--- config.mk ---
export PLATFORM = sky130hd
export DESIGN_NAME = mol_margin_limits
export DESIGN_NICKNAME = d
export VERILOG_FILES = /design/src/core/mol_pkg.sv /design/src/core/mol_margin_limits.sv
export SDC_FILE = /design/constraint.sdc
export NUM_CORES = 1
export LEC_CHECK = 0
export BUFFER_PORTS_ARGS = -buffer_cell sky130_fd_sc_hd__buf_2
export CAP_MARGIN = 5
export CORE_MARGIN = 5
export CORE_UTILIZATION = 60
export CTS_CLUSTER_SIZE = 16
export DETAILED_ROUTE_END_ITERATION = 10
export GPL_ROUTABILITY_DRIVEN = 0
export PLACE_DENSITY = 0.86
export SYNTH_ARGS = -nofsm -noshare
export SYNTH_HDL_FRONTEND = slang
export SYNTH_SLANG_ARGS = --single-unit
--- constraint.sdc ---
create_clock -name clk_in -period 14.9 [get_ports clk_in]
set_clock_uncertainty 0.2 [all_clocks]
set_input_delay 4.47 -clock clk_in [delete_from_list [all_inputs] [get_ports clk_in]]
set_output_delay 4.47 -clock clk_in [all_outputs]
set_load 0.1 [all_outputs]
--- src/core/mol_pkg.sv ---
// Constants, types and table lookups for the margin offset and output limit bank.
// Assumes a PMBus command layer that delivers decoded command codes and data words.
package mol_pkg;

    // Command codes of the three registers
    localparam logic [7:0] CMD_MARGIN_HIGH = 8'hD5;
    localparam logic [7:0] CMD_MARGIN_LOW  = 8'hD6;
    localparam logic [7:0] CMD_PCT_SELECT  = 8'hD7;

    // Values restored at reset, the margin ones chosen by the restore-select bits; PCT_RESET fixed
    localparam logic [15:0] MH_RESTORE0 = 16'h0009;
    localparam logic [15:0] MH_RESTORE1 = 16'h000F;
    localparam logic [15:0] ML_RESTORE0 = 16'hFFF7;
    localparam logic [15:0] ML_RESTORE1 = 16'hFFF1;
    localparam logic [1:0]  PCT_RESET   = 2'h0;

    // Linear format, fixed exponent, one step in microvolts
    localparam int          VOUT_EXPONENT = -9;
    localparam int          STEP_MICROVOLT = 1953;

    // Accepted offset ranges in steps
    localparam logic signed [17:0] MH_MIN = 18'sh00000;
    localparam logic signed [17:0] MH_MAX = 18'sh0001F;
    localparam logic signed [17:0] ML_MIN = -18'sh00040;
    localparam logic signed [17:0] ML_MAX = -18'sh00001;

    // Field layout
    localparam int MH_BITS  = 5;
    localparam int ML_BITS  = 7;
    localparam int PCT_BITS = 2;

    // Power-good release points, percent of the loop reference
    localparam logic [6:0] PG_OV_RELEASE_PCT = 7'h69;
    localparam logic [6:0] PG_UV_RELEASE_PCT = 7'h5F;
    localparam logic [6:0] PCT_SCALE         = 7'h64;

    typedef enum logic [2:0] {
        RAMP_OFF        = 3'b000,
        RAMP_SOFT_START = 3'b001,
        RAMP_STEADY     = 3'b010,
        RAMP_TOFF_DELAY = 3'b011,
        RAMP_SOFT_STOP  = 3'b100
    } mol_ramp_e;

    typedef enum logic [1:0] {
        OP_NOMINAL     = 2'b00,
        OP_MARGIN_LOW  = 2'b01,
        OP_MARGIN_HIGH = 2'b10
    } mol_margin_e;

    typedef struct packed {
        logic        valid;
        logic        write;
        logic [7:0]  code;
        logic [15:0] data;
    } mol_req_s;

    typedef struct packed {
        logic        valid;
        logic        ack;
        logic [15:0] data;
    } mol_rsp_s;

    typedef struct packed {
        logic [6:0] uv_fault;
        logic [6:0] uv_warn;
        logic [6:0] ov_warn;
        logic [6:0] ov_fault;
    } mol_thresh_s;

    // Thresholds in percent of the loop reference
    function automatic mol_thresh_s mol_pct_table(input logic [1:0] sel);
        mol_thresh_s t;
        t = '{7'h53, 7'h58, 7'h70, 7'h75};
        unique case (sel)
            2'b00: t = '{7'h53, 7'h58, 7'h70, 7'h75};
            2'b01: t = '{7'h58, 7'h5A, 7'h6E, 7'h70};
            2'b10: t = '{7'h48, 7'h4E, 7'h70, 7'h75};
            2'b11: t = '{7'h3A, 7'h40, 7'h70, 7'h75};
        endcase
        return t;
    endfunction

    // True when the feedback exceeds pct percent of the reference
    function automatic logic mol_above_pct(input logic [15:0] fbv, input logic [15:0] refv,
                                           input logic [6:0] pct);
        logic [23:0] lhs;
        logic [23:0] rhs;
        lhs = 24'(fbv) * 24'(PCT_SCALE);
        rhs = 24'(refv) * 24'(pct);
        return lhs > rhs;
    endfunction

    function automatic logic mol_below_pct(input logic [15:0] fbv, input logic [15:0] refv,
                                           input logic [6:0] pct);
        logic [23:0] lhs;
        logic [23:0] rhs;
        lhs = 24'(fbv) * 24'(PCT_SCALE);
        rhs = 24'(refv) * 24'(pct);
        return lhs < rhs;
    endfunction

endpackage

--- src/core/mol_margin_limits.sv ---
// Margin offset registers, loop reference slewing and percentage output limits.
// Assumes a PMBus layer handing over decoded commands and keeping status registers.
`timescale 1ns/10ps
module mol_margin_limits (
    input  wire logic              clk_in,
    input  wire logic              rst_in,
    input  wire mol_pkg::mol_req_s req_in,
    input  wire logic              loop_slave_in,
    input  wire logic              margin_high_restore_select_in,
    input  wire logic              margin_low_restore_select_in,
    input  wire logic [1:0]        operation_margin_in,
    input  wire logic [2:0]        ramp_state_in,
    input  wire logic              rise_tick_in,
    input  wire logic              transition_tick_in,
    input  wire logic              fall_tick_in,
    input  wire logic [15:0]       command_ref_in,
    input  wire logic [15:0]       trim_offset_in,
    input  wire logic [15:0]       vout_max_in,
    input  wire logic [15:0]       vout_min_in,
    input  wire logic [15:0]       feedback_pin_in,
    input  wire logic              alert_clear_in,
    output mol_pkg::mol_rsp_s      rsp_out,
    output logic [15:0]            loop_reference_out,
    output logic                   power_good_flag_out,
    output logic                   uv_warn_out,
    output logic                   ov_warn_out,
    output logic                   uv_fault_out,
    output logic                   ov_fault_out,
    output logic                   alert_out,
    output logic                   invalid_command_fault_out,
    output logic                   invalid_data_out,
    output logic                   communication_fault_bit_out
);
    import mol_pkg::*;

    logic [MH_BITS-1:0]  mh_r;
    logic [ML_BITS-1:0]  ml_r;
    logic [PCT_BITS-1:0] pct_r;
    mol_rsp_s            rsp_r;
    logic [15:0]         ref_r;
    logic                ivc_r;
    logic                ivd_r;
    logic                cf_r;
    logic                alert_r;
    logic                ovt_r;
    logic                uvt_r;
    logic                pg_r;
    logic                uvw_r;
    logic                ovw_r;
    logic                uvf_r;
    logic                ovf_r;

    logic                hit;
    logic                wr_ok;
    logic signed [17:0]  wdata;
    logic                mh_bad;
    logic                ml_bad;
    logic signed [17:0]  margin;
    logic signed [17:0]  raw_target;
    logic [15:0]         target;
    logic                tick;
    mol_thresh_s         th;
    logic                ovt_nxt;
    logic                uvt_nxt;

    assign hit   = req_in.valid &&
                   (req_in.code == CMD_MARGIN_HIGH || req_in.code == CMD_MARGIN_LOW ||
                    req_in.code == CMD_PCT_SELECT);
    assign wdata = 18'(signed'(req_in.data));
    assign wr_ok = hit && req_in.write && !loop_slave_in;
    assign mh_bad = wdata < MH_MIN || wdata > MH_MAX;
    assign ml_bad = wdata < ML_MIN || wdata > ML_MAX;

    always_ff @(posedge clk_in) begin
        if (rst_in) begin
            mh_r <= margin_high_restore_select_in ? MH_RESTORE1[MH_BITS-1:0]
                                                  : MH_RESTORE0[MH_BITS-1:0];
        end else if (wr_ok && req_in.code == CMD_MARGIN_HIGH) begin
            if (wdata < MH_MIN)
                mh_r <= MH_MIN[MH_BITS-1:0];
            else if (wdata > MH_MAX)
                mh_r <= MH_MAX[MH_BITS-1:0];
            else
                mh_r <= wdata[MH_BITS-1:0];
        end
    end

    always_ff @(posedge clk_in) begin
        if (rst_in) begin
            ml_r <= margin_low_restore_select_in ? ML_RESTORE1[ML_BITS-1:0]
                                                 : ML_RESTORE0[ML_BITS-1:0];
        end else if (wr_ok && req_in.code == CMD_MARGIN_LOW) begin
            if (wdata < ML_MIN)
                ml_r <= ML_MIN[ML_BITS-1:0];
            else if (wdata > ML_MAX)
                ml_r <= ML_MAX[ML_BITS-1:0];
            else
                ml_r <= wdata[ML_BITS-1:0];
        end
    end

    always_ff @(posedge clk_in) begin
        if (rst_in)
            pct_r <= PCT_RESET;
        else if (wr_ok && req_in.code == CMD_PCT_SELECT)
            pct_r <= req_in.data[PCT_BITS-1:0];
    end

    // Answer one cycle after the command; other codes belong to other blocks
    always_ff @(posedge clk_in) begin
        if (rst_in) begin
            rsp_r <= '0;
        end else begin
            rsp_r.valid <= hit;
            rsp_r.ack   <= hit && !loop_slave_in;
            rsp_r.data  <= 16'h0000;
            if (hit && !req_in.write && !loop_slave_in) begin
                unique case (req_in.code)
                    CMD_MARGIN_HIGH: rsp_r.data <= 16'(mh_r);
                    CMD_MARGIN_LOW:  rsp_r.data <= 16'(signed'(ml_r));
                    default:         rsp_r.data <= 16'(pct_r);
                endcase
            end
        end
    end

    // Fault pulses, alert sticky until cleared; a new event beats the clear
    always_ff @(posedge clk_in) begin
        if (rst_in) begin
            ivc_r   <= 1'b0;
            ivd_r   <= 1'b0;
            cf_r    <= 1'b0;
            alert_r <= 1'b0;
        end else begin
            ivc_r <= hit && loop_slave_in;
            ivd_r <= wr_ok && ((req_in.code == CMD_MARGIN_HIGH && mh_bad) ||
                               (req_in.code == CMD_MARGIN_LOW && ml_bad));
            // Own flop so the status pin carries no gate after the register
            cf_r  <= (hit && loop_slave_in) ||
                     (wr_ok && ((req_in.code == CMD_MARGIN_HIGH && mh_bad) ||
                                (req_in.code == CMD_MARGIN_LOW && ml_bad)));
            if ((hit && loop_slave_in) || (wr_ok && (
                    (req_in.code == CMD_MARGIN_HIGH && mh_bad) ||
                    (req_in.code == CMD_MARGIN_LOW && ml_bad))))
                alert_r <= 1'b1;
            else if (alert_clear_in)
                alert_r <= 1'b0;
        end
    end

    always_comb begin
        unique case (operation_margin_in)
            OP_MARGIN_HIGH: margin = 18'(mh_r);
            OP_MARGIN_LOW:  margin = 18'(signed'(ml_r));
            OP_NOMINAL:     margin = 18'sh00000;
            default:        margin = 18'sh00000;
        endcase
        raw_target = signed'({2'b00, command_ref_in}) + 18'(signed'(trim_offset_in)) + margin;
        if (raw_target > signed'({2'b00, vout_max_in}))
            target = vout_max_in;
        else if (raw_target < signed'({2'b00, vout_min_in}))
            target = vout_min_in;
        else
            target = raw_target[15:0];
    end

    always_comb begin
        unique case (ramp_state_in)
            RAMP_SOFT_START: tick = rise_tick_in;
            RAMP_STEADY:     tick = transition_tick_in;
            RAMP_TOFF_DELAY: tick = transition_tick_in;
            RAMP_SOFT_STOP:  tick = fall_tick_in;
            RAMP_OFF:        tick = 1'b0;
            default:         tick = 1'b0;
        endcase
    end

    always_ff @(posedge clk_in) begin
        if (rst_in)
            ref_r <= 16'h0000;
        else if (tick && ref_r < target)
            ref_r <= ref_r + 16'h0001;
        else if (tick && ref_r > target)
            ref_r <= ref_r - 16'h0001;
    end

    assign th = mol_pct_table(pct_r);

    always_comb begin
        ovt_nxt = ovt_r;
        if (mol_above_pct(feedback_pin_in, ref_r, th.ov_warn))
            ovt_nxt = 1'b1;
        else if (mol_below_pct(feedback_pin_in, ref_r, PG_OV_RELEASE_PCT))
            ovt_nxt = 1'b0;
        uvt_nxt = uvt_r;
        if (mol_below_pct(feedback_pin_in, ref_r, th.uv_warn))
            uvt_nxt = 1'b1;
        else if (mol_above_pct(feedback_pin_in, ref_r, PG_UV_RELEASE_PCT))
            uvt_nxt = 1'b0;
    end

    always_ff @(posedge clk_in) begin
        if (rst_in) begin
            ovt_r <= 1'b0;
            uvt_r <= 1'b0;
            pg_r  <= 1'b0;
        end else begin
            ovt_r <= ovt_nxt;
            uvt_r <= uvt_nxt;
            pg_r  <= !(ovt_nxt || uvt_nxt);
        end
    end

    always_ff @(posedge clk_in) begin
        if (rst_in) begin
            uvw_r <= 1'b0;
            ovw_r <= 1'b0;
            uvf_r <= 1'b0;
            ovf_r <= 1'b0;
        end else begin
            uvw_r <= mol_below_pct(feedback_pin_in, ref_r, th.uv_warn);
            ovw_r <= mol_above_pct(feedback_pin_in, ref_r, th.ov_warn);
            uvf_r <= mol_below_pct(feedback_pin_in, ref_r, th.uv_fault);
            ovf_r <= mol_above_pct(feedback_pin_in, ref_r, th.ov_fault);
        end
    end

    assign rsp_out                     = rsp_r;
    assign loop_reference_out          = ref_r;
    assign power_good_flag_out         = pg_r;
    assign uv_warn_out                 = uvw_r;
    assign ov_warn_out                 = ovw_r;
    assign uv_fault_out                = uvf_r;
    assign ov_fault_out                = ovf_r;
    assign alert_out                   = alert_r;
    assign invalid_command_fault_out   = ivc_r;
    assign invalid_data_out            = ivd_r;
    assign communication_fault_bit_out = cf_r;

    a_slave_nack: assert property (@(posedge clk_in) disable iff (rst_in)
        hit && loop_slave_in |=> rsp_r.valid && !rsp_r.ack && ivc_r && alert_r)
        else $error("slave access not refused");
    a_slave_ignore: assert property (@(posedge clk_in) disable iff (rst_in)
        hit && req_in.write && loop_slave_in |=> $stable(mh_r) && $stable(ml_r) && $stable(pct_r))
        else $error("slave write changed a register");
    a_mh_clamp: assert property (@(posedge clk_in) disable iff (rst_in)
        wr_ok && req_in.code == CMD_MARGIN_HIGH && wdata > MH_MAX |=> mh_r == 5'h1F && ivd_r)
        else $error("high offset not clamped");
    a_ml_clamp: assert property (@(posedge clk_in) disable iff (rst_in)
        wr_ok && req_in.code == CMD_MARGIN_LOW && wdata < ML_MIN |=> ml_r == 7'h40 && ivd_r)
        else $error("low offset not clamped");
    a_mh_readzero: assert property (@(posedge clk_in) disable iff (rst_in)
        rsp_r.valid && rsp_r.ack && $past(req_in.code) == CMD_MARGIN_HIGH |->
        rsp_r.data[15:5] == 11'h000)
        else $error("high offset upper bits not zero");
    a_ml_signext: assert property (@(posedge clk_in) disable iff (rst_in)
        rsp_r.valid && rsp_r.ack && $past(req_in.code) == CMD_MARGIN_LOW &&
        !$past(req_in.write) |-> rsp_r.data[15:7] == 9'h1FF)
        else $error("low offset not sign extended");
    a_mh_restore: assert property (@(posedge clk_in)
        rst_in |=> mh_r == ($past(margin_high_restore_select_in) ? 5'h0F : 5'h09))
        else $error("high offset restore wrong");
    a_ml_restore: assert property (@(posedge clk_in)
        rst_in |=> ml_r == ($past(margin_low_restore_select_in) ? 7'h71 : 7'h77))
        else $error("low offset restore wrong");
    a_slew_step: assert property (@(posedge clk_in) disable iff (rst_in)
        !tick |=> $stable(ref_r))
        else $error("reference moved without a tick");
    a_target_bound: assert property (@(posedge clk_in) disable iff (rst_in)
        vout_min_in <= vout_max_in |-> target <= vout_max_in && target >= vout_min_in)
        else $error("target outside output limits");
    a_ov_hold: assert property (@(posedge clk_in) disable iff (rst_in)
        ovt_r && !mol_below_pct(feedback_pin_in, ref_r, PG_OV_RELEASE_PCT) |=> !pg_r)
        else $error("power good released above release point");
    a_pg_drop: assert property (@(posedge clk_in) disable iff (rst_in)
        mol_below_pct(feedback_pin_in, ref_r, th.uv_warn) |=> !pg_r && uvt_r)
        else $error("power good kept on under-voltage");

endmodule

Yosys cells after proc, flatten, opt, wreduce, memory -nomap -nowiden
Cells that the tools add are included.

Register bits: 59. Bits of input ports: 120. Logic and storage cells: 112.

Add/sub/neg operators: 4. Multiply operators: 7. Magnitude comparators: 14. Eq/ne operators: 12. Multiplexer cells: 24. Bitwise operators: 1. Reduce and logical (&&, ||, !) cells: 32.

Operator list (count): one-hot mux 28 bit (4 select lines) (1); multiplier 16 x 7 -> 23 bit (4); greater-than comparator 23 bit (3); less-than comparator 23 bit (3); two-way mux 16 bit (4); multiplier 16 x 7 -> 23 bit, second input constant (2); one-hot mux 18 bit (2 select lines) (1); one-hot mux 16 bit (2 select lines) (1); two-way mux 7 bit (4); equality test 8 bit, second input constant (3); multiplier 16 x 5 -> 21 bit, second input constant (1); two-way mux 5 bit (4); adder 17 x 16 -> 18 bit (1); adder 18 bit (1); greater-than comparator 18 x 17 -> 1 bit (1); less-than comparator 18 x 17 -> 1 bit (1); adder 16 x 1 -> 16 bit, second input constant (1); greater-than comparator 16 x 1 -> 1 bit, second input constant (1); greater-than comparator 16 bit (1); greater-than comparator 16 x 6 -> 1 bit, second input constant (1); less-than comparator 16 x 1 -> 1 bit, second input constant (1); less-than comparator 16 bit (1); less-than comparator 16 x 7 -> 1 bit, second input constant (1); subtractor 16 x 1 -> 16 bit, second input constant (1); other kinds (15) (51).

Depth between registers and ports, before layout
Depth in word-level cells: 10. Depth in mapped cells: 39.

Least setup slack after synthesis
No wires, ideal clock.

Kind: input-to-reg. Start point: in operation_margin_in[1]. End point: reg ref_r[12], in the netlist loop_reference_out[12]. Arrival: 12.724 ns. Setup slack: 1.906 ns. Stages: 37. Path buffers: 1. Cell sequence: inv_1 ha_1 nand2_1 inv_1 fa_1 ha_1 a21o_1 a31o_1 a221oi_1 nor2_1 o21ai_0 mux2_2 or2_2 ha_1 nand4_1 or4_1 o21ai_1 o2bb2ai_2 a211o_1 nand2_4 buf_6 a22o_1 ha_1 a21o_1 a21o_1 a221o_1 nor4_2 inv_1 ha_1 nor2b_1 o21ai_1 a21boi_1 o211a_1 o311a_1 or4_1 a31o_1 a21oi_1.

Longest elaborated chain between the ends: 9.

RTL lines: start, declared (RTL line mol_margin_limits.sv:11) `input wire logic [1:0] operation_margin_in,`; equality test 2 x 1 -> 1 bit or equality test 2 bit (tied branches) (RTL line mol_margin_limits.sv:152) `unique case (operation_margin_in)`; one-hot mux 18 bit (2 select lines) * (RTL line mol_margin_limits.sv:152); adder 18 bit * (RTL line mol_margin_limits.sv:158) `raw_target = signed'({2'b00, command_ref_in}) + 18'(signed'(trim_offset_in)) + margin;`; less-than comparator 18 x 17 -> 1 bit (RTL line mol_margin_limits.sv:161) `else if (raw_target < signed'({2'b00, vout_min_in}))`; two-way mux 16 bit (RTL line mol_margin_limits.sv:161); two-way mux 16 bit * (RTL line mol_margin_limits.sv:159) `if (raw_target > signed'({2'b00, vout_max_in}))`; less-than comparator 16 bit or greater-than comparator 16 bit (tied branches) (RTL line mol_margin_limits.sv:181, mol_margin_limits.sv:183); logical AND 1 bit (on tied branches) (RTL line mol_margin_limits.sv:181, mol_margin_limits.sv:183); two-way mux 16 bit or nonzero test 2 bit (tied branches); end signal, assigned (RTL line mol_margin_limits.sv:182) `ref_r <= ref_r + 16'h0001;`; end signal, assigned (RTL line mol_margin_limits.sv:184) `ref_r <= ref_r - 16'h0001;`; end, declared (RTL line mol_margin_limits.sv:40) `logic [15:0] ref_r;`.

Mark *: on every way between the ends. The rest lies on a longest branch, timed or not. A chain may end at the register's enable or synchronous reset.

Worst setup path in the final report
Ends and elaborated chain as after synthesis.

==> key figures <==
Synthesis
  – Number of synthesis warnings: 0
  – Syn Std Cell Area: around 25000 um^2
  – Post-Synthesis Net Count: 3831
  – Synth Area per Inst: 8.636 um^2
  – Share of synthesized flip-flops with an asynchronous set or reset: 0%
  – Synthesized flop and latch total: 50
  – Number of synthesized flops with an enable pin: 12
  – Sequential area share after synthesis: 4.571%
  – Cells after Synth: between 2000 and 3000
  – Top_reg_cell synth: sky130_fd_sc_hd__dfxtp_1
  – Count of cell types in the netlist: 79

Timing
  – RSZ-0062 raised after global routing: false
  – Total Negative Setup Slacks: 0 ns
  – Min Tclk post-route: between 10 and 15 ns
  – Total count of hold-check failures in the final report: 0
  – Pins over their slew limit: 0
  – Highest clock frequency the design can meet: 71.21 MHz
  – Headroom to the max-slew limit: approximately a fifth
  – Number of failing setup endpoints in the final timing report: 0
  – Share of the clock period used by the worst path: 94.25%
  – Measured slew at the worst slew-check pin: approximately 1.2 ns

Clocking
  – Number of buffers inserted during clock tree synthesis: 5
  – Post_cts resized: 0
  – CTS H-tree depth: 2
  – Clk Latency, worst-skew pair: 0.33 ns
  – Number of sinks handled by clock tree synthesis: 50
  – Number of hold buffers added after cts: 0
  – Maximum buffer depth of the clock tree: 2
  – Clock slew at reported path FFs: 0.10 ns
  – Post-CTS Setup Bufs: 0
  – Root cell of the clock tree: sky130_fd_sc_hd__clkbuf_16
  – Clock tree from TritonCTS: done

Global route
  – GR met3 Demand/Resource: 5.017%
  – Global-route wire length before repair: 108.8 mm
  – Maximum number of pins on one net before global-route repair: 34
  – GRT met1 Usage: 37.92%
  – Most utilized layer in the global route result: met2
  – Total routing resource utilization after global routing: 29.65%
  – GR met2 Demand/Resource: 49.20%
  – Overall overflow remaining after global route: 0
  – Number of global-route vias before repair: 22110
  – Antenna violations before repair: 0

Critical path
  – Startpoint type of the worst setup path: input port
  – Data arrival, critical path: 14.08 ns
  – Dominant cell type by count on the critical path: sky130_fd_sc_hd__ha_1
  – Worst EP required: between 10 and 15 ns
  – Type of destination of the critical path: flop
  – Minimum setup slack among reg-to-reg paths: 5.03 ns
  – Critical path's largest stage delay: 0.53 ns
  – Category of the most critical setup path: input port to flop
  – Largest driver fanout on the critical path: 32
  – Slowest library cell on the worst path: sky130_fd_sc_hd__fa_1

Drt
  – Remaining design rule violation count: 0
  – Final routed wire length divided by cell count: 19.20 um
  – Number of detailed-routing iterations run before antenna repair: 7
  – Final wirelength: 67.94 mm
  – Via/cell ratio: 6.112
  – Count of antenna-violating nets left after detailed routing: 0
  – Count of routing violations after the opening detailed-route iteration: 1737
  – Via count: 21630

Floorplan
  – Die Area: 45020 um^2
  – Die boundary width: 212.2 um
  – Vertical die dimension: 212.2 um
  – Area of the core: ~41000 um^2
  – Cell Rows: 74
  – I/O pin total: 163
  – Initial cell density of the core: 60.34%

Cells and area
  – Net count, final: 3996
  – Commonest non-fill, non-tap cells in the layout: 590 x sky130_fd_sc_hd__ha_1, 483 x sky130_fd_sc_hd__inv_1, 281 x sky130_fd_sc_hd__fa_1, 196 x sky130_fd_sc_hd__nor2_1, 162 x sky130_fd_sc_hd__buf_2
  – Leading cell type in the layout, fill and taps excluded: sky130_fd_sc_hd__ha_1
  – Fraction of layout instances using a drive strength above 1: under 10%
  – Layout overhead on the synthesized area: 6.948%

Flow run
  – Max-cap violation count: 0

Min path
  – Hold Crit Class: flop to flop

Placement
  – Port-buffer cells: 162
  – HPWL after detailed placement: 55.55 mm

Status
  – Run status: complete, no violations
## final timing paths
kind                               start                      to  cells after the start
setup / recovery  operation_margin_in[1]  loop_reference_out[12]                     37
hold / removal                 alert_out               alert_out                      1
hold reg to reg                alert_out               alert_out                      1
setup reg to reg                 ml_r[6]  loop_reference_out[12]                     34
## synthesized netlist by cell type, types with 16 or more instances
cell type / number / area (um^2)
sky130_fd_sc_hd__o21ai_0: 84 / 420.4
sky130_fd_sc_hd__o21a_1: 39 / 292.8
sky130_fd_sc_hd__o211ai_1: 19 / 142.6
sky130_fd_sc_hd__xor2_1: 82 / 718.2
sky130_fd_sc_hd__nand2b_1: 57 / 356.6
sky130_fd_sc_hd__dfxtp_1: 38 / 760.7
sky130_fd_sc_hd__a21oi_1: 139 / 695.7
sky130_fd_sc_hd__ha_1: 590 / 7382
sky130_fd_sc_hd__a211oi_1: 22 / 165.2
sky130_fd_sc_hd__nor3_1: 57 / 285.3
sky130_fd_sc_hd__nand4_1: 35 / 219.0
sky130_fd_sc_hd__nor2b_1: 36 / 225.2
sky130_fd_sc_hd__nand3_1: 45 / 225.2
sky130_fd_sc_hd__nor2_1: 196 / 735.7
sky130_fd_sc_hd__xnor2_1: 47 / 411.6
sky130_fd_sc_hd__a21o_1: 73 / 548.0
sky130_fd_sc_hd__fa_1: 281 / 5625
sky130_fd_sc_hd__and2_1: 48 / 300.3
sky130_fd_sc_hd__clkbuf_1: 26 / 97.59
sky130_fd_sc_hd__nand2_1: 153 / 574.3
sky130_fd_sc_hd__or3_1: 18 / 112.6
sky130_fd_sc_hd__and3_1: 19 / 118.9
sky130_fd_sc_hd__inv_1: 483 / 1813
sky130_fd_sc_hd__o31ai_1: 24 / 180.2
sky130_fd_sc_hd__a22o_1: 16 / 140.1
## stage by stage
| step | utilization (%) | instance area [um^2] | hold WS, ns | setup slack, ns | std cells |
|---|---|---|---|---|---|
| 2_1_floorplan | - | 24530 | 0.2706 | 1.906 | 2840 |
| 3_3_place_gp | 64.16 | 26080 | 0.2323 | 1.193 | 3530 |
| 3_5_place_dp | 64.16 | 26080 | 0.2449 | 0.7085 | 3530 |
| 4_1_cts | 64.53 | 26230 | 0.2682 | 0.9970 | 3538 |
| 5_1_grt | 64.53 | 26230 | 0.2767 | 0.4504 | 3538 |
| 6_report | 64.54 | 26230 | 0.2652 | 0.8567 | 3539 |
## flip-flops by register name, summed over array words and instances, names as in the netlist
name,cells
invalid_data_out,1
loop_reference_out,16
uv_warn_out,1
power_good_flag_out,1
uv_fault_out,1
ov_warn_out,1
communication_fault_bit_out,1
rsp_out,9
pct_r,2
ovt_r,1
uvt_r,1
alert_out,1
ov_fault_out,1
mh_r,5
ml_r,7
invalid_command_fault_out,1
## routing by layer
layer,up-vias,share of wire (%)
li1,10030,-
met1,10300,40
met4,0,5.5
met3,280,8.6
met5,-,0
met2,1019,46
## area by class of cell
class	instances	area, um^2
clock buffers	5	125.1
inverters	485	1821
repair buffers	197	1074
diodes	1	2.502
well taps	532	665.6
clock inverters	3	26.28
fillers	3214	14420
multi-input cells	2266	21400
flip-flops and latches	50	1121
## cells by family (layout without fill, tap and decap cells)
logic type	count (synthesis)	count (layout)	share of synthesized area, %
fa+ha+maj	871	871	53.03
simple gates	716	716	14.49
compound gates	539	539	14.65
buf+inv	524	690	8.193
xor+xnor	130	130	4.673
flops	50	50	4.571
mux	9	9	0.3724
other cells	1	2	0.01529
## critical path, delay by kind of cell
kind            cells  cell delay, ns
compound gates     15            3.48
fa+ha+maj           6            2.18
buf+inv             5            1.25
mux                 1            0.37
simple gates       10            2.31
Power is left out: the tool's default activity adds up to more than one toggle a clock period on the data nets, which glitch-free logic cannot reach.
